[src/hdl/sfs_pkg.sv]
/*
  Constants shared by the servo fault supervisor: register offsets,
  reset values, fault bit positions, fault codes and input function
  numbers. Assumes a 32-bit classic Wishbone register bus.
*/
package sfs_pkg;

  // --------------------------------------------------------------
  // Register offsets (byte addresses)
  // --------------------------------------------------------------
  localparam logic [7:0] REG_CONTROL = 8'h00;
  localparam logic [7:0] REG_OVERSPEED = 8'h04;
  localparam logic [7:0] REG_POS_THRESHOLD = 8'h08;
  localparam logic [7:0] REG_RATED_SPEED = 8'h0C;
  localparam logic [7:0] REG_STATUS = 8'h10;
  localparam logic [7:0] REG_MASK = 8'h14;
  localparam logic [7:0] REG_FAULT_CODE = 8'h18;
  localparam logic [7:0] REG_DETECTED = 8'h1C;
  localparam logic [7:0] REG_TERM_BASE = 8'h20;
  localparam logic [7:0] REG_TERM_LAST = 8'h2C;

  // --------------------------------------------------------------
  // Control fields and reset values
  // --------------------------------------------------------------
  localparam int CTRL_HOMING_SWITCH_BIT = 0;
  localparam int CTRL_FIXED_LENGTH_BIT = 1;
  localparam int CTRL_ENC_TYPE_LSB = 4;
  localparam int ENC_TYPE_WIDTH = 4;
  localparam logic [31:0] CONTROL_RESET = 32'h0000_0000;
  localparam logic [15:0] OVERSPEED_RESET = 16'h0078;
  localparam logic [31:0] POS_THRESHOLD_RESET = 32'h0000_2710;
  localparam logic [15:0] RATED_SPEED_RESET = 16'h0BB8;
  localparam logic [6:0] MASK_RESET = 7'h00;
  localparam logic [15:0] PERCENT_SCALE = 16'h0064;

  // --------------------------------------------------------------
  // Terminals: 8 physical then 8 virtual, one function byte each
  // --------------------------------------------------------------
  localparam int TERM_COUNT = 16;
  localparam int TERMS_PER_WORD = 4;
  localparam logic [7:0] FUNC_NONE = 8'h00;
  localparam logic [7:0] FUNC_ORIGIN_SWITCH = 8'h22;
  localparam logic [7:0] FUNC_FIXED_LENGTH_TRIGGER = 8'h28;

  // --------------------------------------------------------------
  // Fault bits, lowest code first, and their numeric codes
  // --------------------------------------------------------------
  localparam int FAULT_COUNT = 7;
  localparam int FB_HALL = 0;
  localparam int FB_ENC_TYPE = 1;
  localparam int FB_ORIGIN = 2;
  localparam int FB_DUP = 3;
  localparam int FB_OVERSPEED = 4;
  localparam int FB_POS_ERR = 5;
  localparam int FB_FIXED_LEN = 6;
  localparam logic [7:0] CODE_NONE = 8'h00;
  localparam logic [7:0] CODE_HALL = 8'h76;
  localparam logic [7:0] CODE_ENC_TYPE = 8'h77;
  localparam logic [7:0] CODE_ORIGIN = 8'hC8;
  localparam logic [7:0] CODE_DUP = 8'hC9;
  localparam logic [7:0] CODE_OVERSPEED = 8'hCA;
  localparam logic [7:0] CODE_POS_ERR = 8'hCB;
  localparam logic [7:0] CODE_FIXED_LEN = 8'hCC;

  localparam logic [2:0] HALL_ALL_LOW = 3'h0;
  localparam logic [2:0] HALL_ALL_HIGH = 3'h7;

endpackage : sfs_pkg

[src/hdl/sfs_map_check.sv]
/*
  Checks the input function assignment of all terminals: finds any
  function mapped twice and whether the origin switch and fixed-length
  trigger functions are mapped at all. Purely combinational.
*/
`timescale 1ns/100ps
module sfs_map_check
  import sfs_pkg::*;
(
  // Packed function numbers, terminal 0 in the low byte
  input wire logic [8*TERM_COUNT-1:0] term_funcs_i,
  // Results
  output logic duplicate_o,
  output logic origin_mapped_o,
  output logic trigger_mapped_o
);

  logic [7:0] func_a;
  logic [7:0] func_b;

  always_comb begin
    duplicate_o = 1'b0;
    origin_mapped_o = 1'b0;
    trigger_mapped_o = 1'b0;
    func_a = FUNC_NONE;
    func_b = FUNC_NONE;
    for (int i = 0; i < TERM_COUNT; i++) begin
      func_a = term_funcs_i[8*i +: 8];
      if (func_a == FUNC_ORIGIN_SWITCH) begin
        origin_mapped_o = 1'b1;
      end
      if (func_a == FUNC_FIXED_LENGTH_TRIGGER) begin
        trigger_mapped_o = 1'b1;
      end
      // Physical and virtual terminals share one function space
      for (int j = i + 1; j < TERM_COUNT; j++) begin
        func_b = term_funcs_i[8*j +: 8];
        if (func_a != FUNC_NONE && func_a == func_b) begin
          duplicate_o = 1'b1;
        end
      end
    end
  end

endmodule : sfs_map_check

[src/hdl/sfs_supervisor.sv]
/*
  Servo fault supervisor: checks encoder feedback and configuration,
  latches fault bits, reports the lowest active fault code and raises
  an interrupt. Assumes a classic Wishbone master on clk_i and
  encoder/position inputs synchronous to clk_i.
*/
// Notes on behaviour
// At power-up, an all-low or all-high Hall code raises 118.
// Detected encoder type differing from configured type raises 119.
// Homing needing origin switch with function 34 unmapped raises 200.
// Any function number mapped to two terminals raises 201.
// Speed over rated speed above percent limit raises 202.
// Position error magnitude above threshold raises 203.
// Fixed-length enabled with function 40 unmapped raises 204.
// Faults latch until cleared; lowest active code is reported.
`timescale 1ns/100ps
module sfs_supervisor
  import sfs_pkg::*;
(
  // Clock and reset
  input wire logic clk_i,
  input wire logic reset_n_i,
  // Wishbone slave
  input wire logic wb_cyc_i,
  input wire logic wb_stb_i,
  input wire logic wb_we_i,
  input wire logic [7:0] wb_adr_i,
  input wire logic [3:0] wb_sel_i,
  input wire logic [31:0] wb_dat_i,
  output logic [31:0] wb_dat_o,
  output logic wb_ack_o,
  // Encoder and position feedback
  input wire logic hall_valid_i,
  input wire logic [2:0] hall_code_i,
  input wire logic [ENC_TYPE_WIDTH-1:0] enc_type_detected_i,
  input wire logic signed [15:0] actual_speed_i,
  input wire logic signed [31:0] cmd_position_i,
  input wire logic signed [31:0] act_position_i,
  // Fault report
  output logic [7:0] fault_code_o,
  output logic irq_o
);

  // --------------------------------------------------------------
  // Functions
  // --------------------------------------------------------------
  function automatic logic [31:0] merge_bytes(input logic [31:0] old_v,
                                              input logic [31:0] new_v,
                                              input logic [3:0] sel);
    logic [31:0] res;
    res = old_v;
    for (int b = 0; b < 4; b++) begin
      if (sel[b]) begin
        res[8*b +: 8] = new_v[8*b +: 8];
      end
    end
    return res;
  endfunction : merge_bytes

  function automatic logic [7:0] lowest_code(input logic [6:0] bits);
    logic [7:0] code;
    code = CODE_NONE;
    if (bits[FB_HALL]) code = CODE_HALL;
    else if (bits[FB_ENC_TYPE]) code = CODE_ENC_TYPE;
    else if (bits[FB_ORIGIN]) code = CODE_ORIGIN;
    else if (bits[FB_DUP]) code = CODE_DUP;
    else if (bits[FB_OVERSPEED]) code = CODE_OVERSPEED;
    else if (bits[FB_POS_ERR]) code = CODE_POS_ERR;
    else if (bits[FB_FIXED_LEN]) code = CODE_FIXED_LEN;
    return code;
  endfunction : lowest_code

  // --------------------------------------------------------------
  // Registers
  // --------------------------------------------------------------
  logic [31:0] control;
  logic [15:0] overspeed_percent_limit;
  logic [31:0] position_error_threshold;
  logic [15:0] rated_speed;
  logic [6:0] status;
  logic [6:0] mask;
  logic [7:0] term_func [0:TERM_COUNT-1];
  logic hall_checked;

  // --------------------------------------------------------------
  // Bus decode
  // --------------------------------------------------------------
  wire bus_req = wb_cyc_i & wb_stb_i;
  wire bus_write = bus_req & wb_we_i & wb_ack_o;
  wire [7:0] word_adr = {wb_adr_i[7:2], 2'b00};
  wire hit_term = word_adr >= REG_TERM_BASE && word_adr <= REG_TERM_LAST;
  wire [1:0] term_word = 2'(wb_adr_i[7:2] - REG_TERM_BASE[7:2]);
  wire [31:0] term_rd = {term_func[4*term_word + 3],
                         term_func[4*term_word + 2],
                         term_func[4*term_word + 1],
                         term_func[4*term_word]};
  wire [31:0] term_wr = merge_bytes(term_rd, wb_dat_i, wb_sel_i);
  wire [6:0] status_clear = (bus_write && word_adr == REG_STATUS) ?
                            wb_dat_i[6:0] & {7{wb_sel_i[0]}} : 7'h00;

  logic [31:0] read_mux;
  always_comb begin
    if (word_adr == REG_CONTROL) read_mux = control;
    else if (word_adr == REG_OVERSPEED) read_mux = {16'h0000,
                                                    overspeed_percent_limit};
    else if (word_adr == REG_POS_THRESHOLD)
      read_mux = position_error_threshold;
    else if (word_adr == REG_RATED_SPEED) read_mux = {16'h0000, rated_speed};
    else if (word_adr == REG_STATUS) read_mux = {25'h0, status};
    else if (word_adr == REG_MASK) read_mux = {25'h0, mask};
    else if (word_adr == REG_FAULT_CODE) read_mux = {24'h0, fault_code_o};
    else if (word_adr == REG_DETECTED)
      read_mux = {28'h0, enc_type_detected_i};
    else if (hit_term) read_mux = term_rd;
    else read_mux = 32'h0000_0000;
  end

  // --------------------------------------------------------------
  // Fault detection
  // --------------------------------------------------------------
  logic [8*TERM_COUNT-1:0] term_packed;
  always_comb begin
    for (int t = 0; t < TERM_COUNT; t++) begin
      term_packed[8*t +: 8] = term_func[t];
    end
  end

  logic map_duplicate;
  logic origin_mapped;
  logic trigger_mapped;

  sfs_map_check u_map_check (
    .term_funcs_i(term_packed),
    .duplicate_o(map_duplicate),
    .origin_mapped_o(origin_mapped),
    .trigger_mapped_o(trigger_mapped)
  );

  wire [15:0] speed_mag = actual_speed_i[15] ? 16'(-actual_speed_i) :
                          16'(actual_speed_i);
  wire [31:0] speed_scaled = speed_mag * PERCENT_SCALE;
  wire [31:0] speed_limit = overspeed_percent_limit * rated_speed;
  wire signed [32:0] pos_diff = 33'(cmd_position_i) - 33'(act_position_i);
  wire [32:0] pos_mag = pos_diff[32] ? 33'(-pos_diff) : 33'(pos_diff);
  wire [ENC_TYPE_WIDTH-1:0] enc_type_setting =
    control[CTRL_ENC_TYPE_LSB +: ENC_TYPE_WIDTH];

  wire hall_bad = hall_code_i == HALL_ALL_LOW ||
                  hall_code_i == HALL_ALL_HIGH;
  wire [6:0] fault_event;
  assign fault_event[FB_HALL] = hall_valid_i & ~hall_checked & hall_bad;
  assign fault_event[FB_ENC_TYPE] =
    enc_type_detected_i != enc_type_setting;
  assign fault_event[FB_ORIGIN] =
    control[CTRL_HOMING_SWITCH_BIT] & ~origin_mapped;
  assign fault_event[FB_DUP] = map_duplicate;
  assign fault_event[FB_OVERSPEED] = speed_scaled > speed_limit;
  assign fault_event[FB_POS_ERR] =
    pos_mag > {1'b0, position_error_threshold};
  assign fault_event[FB_FIXED_LEN] =
    control[CTRL_FIXED_LENGTH_BIT] & ~trigger_mapped;

  // Set wins over a clear written in the same cycle
  wire [6:0] next_status = (status & ~status_clear) | fault_event;
  wire [7:0] next_fault_code = lowest_code(next_status);
  wire next_irq = |(next_status & mask);

  // --------------------------------------------------------------
  // Sequential logic
  // --------------------------------------------------------------
  always_ff @(posedge clk_i or negedge reset_n_i) begin
    if (!reset_n_i) begin
      wb_ack_o <= 1'b0;
      wb_dat_o <= 32'h0000_0000;
    end else begin
      wb_ack_o <= bus_req & ~wb_ack_o;
      wb_dat_o <= (bus_req & ~wb_we_i & ~wb_ack_o) ? read_mux :
                  32'h0000_0000;
    end
  end

  always_ff @(posedge clk_i or negedge reset_n_i) begin
    if (!reset_n_i) begin
      status <= 7'h00;
      fault_code_o <= CODE_NONE;
      irq_o <= 1'b0;
      hall_checked <= 1'b0;
    end else begin
      status <= next_status;
      fault_code_o <= next_fault_code;
      irq_o <= next_irq;
      hall_checked <= hall_checked | hall_valid_i;
    end
  end

  always_ff @(posedge clk_i or negedge reset_n_i) begin
    if (!reset_n_i) begin
      control <= CONTROL_RESET;
      overspeed_percent_limit <= OVERSPEED_RESET;
      position_error_threshold <= POS_THRESHOLD_RESET;
      rated_speed <= RATED_SPEED_RESET;
      mask <= MASK_RESET;
    end else if (bus_write) begin
      if (word_adr == REG_CONTROL)
        control <= merge_bytes(control, wb_dat_i, wb_sel_i);
      else if (word_adr == REG_OVERSPEED)
        overspeed_percent_limit <= 16'(merge_bytes(
          {16'h0000, overspeed_percent_limit}, wb_dat_i, wb_sel_i));
      else if (word_adr == REG_POS_THRESHOLD)
        position_error_threshold <= merge_bytes(position_error_threshold,
                                                wb_dat_i, wb_sel_i);
      else if (word_adr == REG_RATED_SPEED)
        rated_speed <= 16'(merge_bytes({16'h0000, rated_speed},
                                       wb_dat_i, wb_sel_i));
      else if (word_adr == REG_MASK && wb_sel_i[0])
        mask <= wb_dat_i[6:0];
    end
  end

  always_ff @(posedge clk_i or negedge reset_n_i) begin
    if (!reset_n_i) begin
      for (int t = 0; t < TERM_COUNT; t++) begin
        term_func[t] <= FUNC_NONE;
      end
    end else if (bus_write && hit_term) begin
      for (int k = 0; k < TERMS_PER_WORD; k++) begin
        term_func[4*term_word + k] <= term_wr[8*k +: 8];
      end
    end
  end

  // --------------------------------------------------------------
  // Assertions
  // --------------------------------------------------------------
  a_hall_powerup: assert property (
    @(posedge clk_i) disable iff (!reset_n_i)
    hall_valid_i && !hall_checked && hall_bad |=> status[FB_HALL])
    else $error("bad power-up hall code not latched");

  a_hall_once: assert property (
    @(posedge clk_i) disable iff (!reset_n_i)
    hall_checked && !status[FB_HALL] && status_clear == 7'h00
    |=> !status[FB_HALL])
    else $error("hall fault raised after power-up check");

  a_enc_mismatch: assert property (
    @(posedge clk_i) disable iff (!reset_n_i)
    enc_type_detected_i != control[CTRL_ENC_TYPE_LSB +: ENC_TYPE_WIDTH]
    |=> status[FB_ENC_TYPE])
    else $error("encoder type mismatch not latched");

  a_origin_missing: assert property (
    @(posedge clk_i) disable iff (!reset_n_i)
    control[CTRL_HOMING_SWITCH_BIT] && !origin_mapped |=> status[FB_ORIGIN])
    else $error("missing origin switch not latched");

  a_dup_function: assert property (
    @(posedge clk_i) disable iff (!reset_n_i)
    map_duplicate |=> status[FB_DUP])
    else $error("duplicated input function not latched");

  a_overspeed_trip: assert property (
    @(posedge clk_i) disable iff (!reset_n_i)
    32'(speed_mag) * 32'(PERCENT_SCALE) >
    32'(overspeed_percent_limit) * 32'(rated_speed)
    |=> status[FB_OVERSPEED])
    else $error("overspeed not latched");

  a_pos_err_trip: assert property (
    @(posedge clk_i) disable iff (!reset_n_i)
    !status[FB_POS_ERR] && pos_mag > {1'b0, position_error_threshold}
    |=> status[FB_POS_ERR] ##1
    (status[FB_POS_ERR] || $past(status_clear[FB_POS_ERR])))
    else $error("position error not latched");

  a_fixed_missing: assert property (
    @(posedge clk_i) disable iff (!reset_n_i)
    control[CTRL_FIXED_LENGTH_BIT] && !trigger_mapped
    |=> status[FB_FIXED_LEN])
    else $error("missing fixed-length trigger not latched");

  a_fault_hold: assert property (
    @(posedge clk_i) disable iff (!reset_n_i)
    status[FB_DUP] && !status_clear[FB_DUP] |=> status[FB_DUP])
    else $error("fault dropped without clear");

  a_code_lowest: assert property (
    @(posedge clk_i) disable iff (!reset_n_i)
    status[FB_HALL] |-> fault_code_o == CODE_HALL)
    else $error("lowest fault code not reported");

  a_code_next: assert property (
    @(posedge clk_i) disable iff (!reset_n_i)
    !status[FB_HALL] && status[FB_ENC_TYPE]
    |-> fault_code_o == CODE_ENC_TYPE)
    else $error("encoder fault code not reported first");

  a_code_none: assert property (
    @(posedge clk_i) disable iff (!reset_n_i)
    status == 7'h00 |-> fault_code_o == CODE_NONE)
    else $error("fault code shown with no fault latched");

  a_irq_level: assert property (
    @(posedge clk_i) disable iff (!reset_n_i)
    ##1 irq_o == |($past(next_status) & $past(mask)))
    else $error("interrupt does not follow masked status");

endmodule : sfs_supervisor

[config.mk]
export PLATFORM = sky130hd
export DESIGN_NAME = sfs_supervisor
export DESIGN_NICKNAME = d
export VERILOG_FILES = /design/src/hdl/sfs_pkg.sv /design/src/hdl/sfs_map_check.sv /design/src/hdl/sfs_supervisor.sv
export SDC_FILE = /design/constraint.sdc
export NUM_CORES = 2
export LEC_CHECK = 0
export BUFFER_PORTS_ARGS = -buffer_cell sky130_fd_sc_hd__buf_4
export CAP_MARGIN = 10
export CORE_UTILIZATION = 54
export DETAILED_ROUTE_END_ITERATION = 12
export PLACE_DENSITY = 0.78
export REMOVE_ABC_BUFFERS = 1
export SLEW_MARGIN = 20
export SYNTH_ARGS = -nofsm -noshare
export SYNTH_HDL_FRONTEND = slang
export SYNTH_SLANG_ARGS = --single-unit
[constraint.sdc]
create_clock -name clk_i -period 14.4 [get_ports clk_i]
set_clock_uncertainty 0.05 [all_clocks]
set_input_delay 0.72 -clock clk_i [delete_from_list [all_inputs] [get_ports clk_i]]
set_output_delay 0.72 -clock clk_i [all_outputs]
set_load 0.02 [all_outputs]
==> summary.md <==
| Metric | Value |
|---|---|
| Root Buffer Master | clkbuf_16 |
| Top_reg_cell synth | dfrtp_1 |
| Final hold vios | 0 |
| Worst hold-check path type | input port to async pin |
| FF-to-FF Start | overspeed_percent_limit[10]$_DFFE_PN0P_ |
| Synthesis-to-layout area growth | 7.26% |
| Wire length per cell | 23.5 µm |
| I/O Buffers | 176 |
| Crit path DAT | 9.55 ns |
| Grt total ovfl | 0 |
| CP Launch Type | flip-flop |
| Worst Max-Slew Pin Slew | 1.30 ns |
| Crit path largest cell delay | 0.83 ns |
| Final setup vio count | 0 |
| Synth Register Bits | 279 |
| TritonCTS clock tree | done |
| DP HPWL | 87.5 mm |
| Worst hold margin | 0.0705 ns |
| Num rows | 97 |
| Number of filler cells placed in the layout | 6064 |
| Routability cong. | 1.03 |
| Cells on worst reg2reg path | 30 |
| Total Nets Final | ~5.1k |
| Area post-placement | 40400 µm² |
| Setup TNS | 0 ns |
| F_max | 109 MHz |
| Pin count of the biggest net entering global routing | 85 |
| Max-cap violations | 0 |
| Fin. max-slew vios | 0 |
| First-pass GRT wire length | roughly 200 mm |
| Share of cells above drive strength 1 | 11.7% |
| Vias in the first global route | 34.8k |
| CP Data Required Time | around 15 ns |
| Avg Inst Size Synth | 8.47 µm² |
| Crit Path Max Fanout | 18 |
| Post-synthesis cell type count | 93 |
| Post-route cell area | 41400 µm² |
| I/O pin cnt | 179 |
| Leak Pwr | 20.9 nW |
| Vias per std cell | 6.46 |
| Crit Path Category | flip-flop to flip-flop |
| Worst reg-to-reg setup slack | 5.25 ns |
| Outcome | finished, final reports clean |
| Ys async rst share | 100% |
| Antenna-violating nets left | 0 |
| CTS Buf Count | 28 |
| Total power | 2.56 mW |
| Power per Cell Area | 61.8 nW/µm² |
| Worst-Skew Late Latency | about 0.6 ns |
| Die height | around 270 µm |
| Clk buf depth | 3 |
| Initial antenna violation count | 4 |
| GR Util All Layers | 34.4% |
| Seq/Total Area, Yosys | 18.1% |
| Max IR drop VDD | 0.0000922 V |
| Detailed-route via count | around 35k |
| Period utilisation layout | 63.5% |
| Total Wirelength | ~130 mm |
| Unrepaired setup endpoints after global routing | no |
| Postcts setup bufs | 0 |
| Synth Instances | 4560 |
| EDFF count, synth | 0 |
| Starting DRT DRC Count | approximately 4.4k |
| Cts hold-fix bufs | 0 |
| Reg clk slew, reported paths | approximately 0.060 ns |
| Slew margin rel. | 13.3% |
| H-Tree Depth | 1 |
| Slowest CP cell | dfrtp_1 |
| Die area | between 70000 and 80000 µm² |
| Final critical-path required period | roughly 9.1 ns |
| Drt pass-1 iters | 6 |
| Core Area | roughly 70000 µm² |
| # DRC | 0 |
| PostCTS Resize Cnt | 0 |
| Starting density of the core | between 50% and 60% |
| Reg2reg end | fault_code_o[2]$_DFF_PN0_ |
| Sink Count | between 200 and 300 |
| Synth warn | 0 |
| Post-Synthesis Cell Area | between 30000 and 40000 µm² |
| Endpoint class of the critical path | flip-flop |
| DIE WIDTH | 269 µm |
[worst max-delay path, delay by kind of cell (launching register included)]
kind / cells / cell delay (ns)
fa+ha+maj: 8 / 3.72
compound gates: 9 / 2.74
flops: 1 / 0.83
simple gates: 4 / 0.79
buf+inv: 7 / 0.58
mux: 1 / 0.19
xor+xnor: 1 / 0.13
[metal layers]
layer  track usage [%]  part of all wire, %  vias up
met3              8.71                   13      702
met1              43.7                   37    16840
met2              53.2                   43     2509
li1                  -                    -    15055
met4              19.4                  6.8        4
met5                 0                0.020        -
[cells in the final DEF, fill, tap and decap left out, types with 32 or more instances in the layout]
cell type  instances
and2_1            96
nand4_1          135
a21o_1            42
nand3_1           39
nor3_1            62
nor4_1           149
fa_1             206
nor2_1           222
xor2_1           566
ha_1             243
inv_1            327
buf_4            282
xnor2_1          497
a21oi_1          242
mux4_2            32
nand2_1          413
mux2i_1           41
o21ai_0          144
dfrtp_1          257
mux2_2           108
[flip-flops by register name, summed over array words and instances, names as in the netlist]
| register | count |
|---|---|
| control | 32 |
| fault_code_o | 6 |
| hall_checked | 1 |
| irq_o | 1 |
| mask | 7 |
| overspeed_percent_limit | 16 |
| position_error_threshold | 32 |
| rated_speed | 16 |
| status | 7 |
| term_func | 128 |
| wb_ack_o | 1 |
| wb_dat_o | 32 |
[stage by stage]
stage                     utilization, %  setup WS, ns  instances
after floorplan                        -          6.54       4161
after global placement              57.5          5.41       5384
after detailed placement            57.5          5.29       5384
after CTS                           58.8          5.26       5436
after global routing                58.8          4.82       5437
final                               58.8          5.25       5437
[kinds of logic after synthesis]
family	after synthesis	synth area share [%]
AOI/OAI and AO/OA	635	10.2
xor gates and xnor gates	1063	24.1
adders and majority gates	449	18.6
buffers and inverters	726	7.10
DFF	279	18.1
muxes	181	6.08
and+or+nand+nor	1227	15.8
[how the worst max path moves through the flow]
stage | start | endpoint | slack, ns | cells past startpoint
floorplan | rated_speed[4]$_DFFE_PN1P_ | fault_code_o[2]$_DFF_PN0_ | 6.54 | 31
global placement | overspeed_percent_limit[10]$_DFFE_PN0P_ | fault_code_o[2]$_DFF_PN0_ | 5.41 | 30
detailed placement | overspeed_percent_limit[10]$_DFFE_PN0P_ | fault_code_o[2]$_DFF_PN0_ | 5.29 | 30
CTS | overspeed_percent_limit[10]$_DFFE_PN0P_ | fault_code_o[2]$_DFF_PN0_ | 5.26 | 30
global route | overspeed_percent_limit[10]$_DFFE_PN0P_ | fault_code_o[2]$_DFF_PN0_ | 4.82 | 32
finish | overspeed_percent_limit[10]$_DFFE_PN0P_ | fault_code_o[2]$_DFF_PN0_ | 5.25 | 30
[area by class of cell]
type	count	area, µm²	share of cell area, %
antenna	1	2.50	0.00604
clock buffer	39	802	1.94
clock inverter	13	148	0.357
inverter	327	1230	2.96
multi-input combinational	3555	28900	69.8
sequential	279	7010	16.9
tap	940	1180	2.84
timing repair buffer	283	2130	5.15
[power breakdown]
part | switching, mW | internal (mW)
combinational | 0.549 | 0.432
clock | 0.326 | 0.427
sequential | 0.0310 | 0.793
total | 0.906 | 1.65
[cell usage after synthesis (all sizes together), types with 11 or more instances]
library cell,count,share of area [%]
a211oi,14,0.29
a21o,42,0.82
a21oi,242,3.1
a221oi,11,0.25
a22oi,23,0.45
a31oi,18,0.31
and2,98,1.6
buf,86,0.87
clkbuf,313,3.1
dfrtp,263,17
dfstp,16,1.1
fa,206,11
ha,243,7.9
inv,327,3.2
mux2,108,3.2
mux2i,41,1.1
mux4,32,1.9
nand2,413,4.0
nand3,41,0.54
nand4,135,2.2
nor2,224,2.2
nor2b,15,0.24
nor3,63,0.82
nor4,153,2.6
o2111ai,12,0.32
o21ai,149,1.9
o22ai,15,0.24
o31ai,13,0.25
or3,13,0.21
xnor2,497,11
xor2,566,13
(Power assumes the default switching activity.)
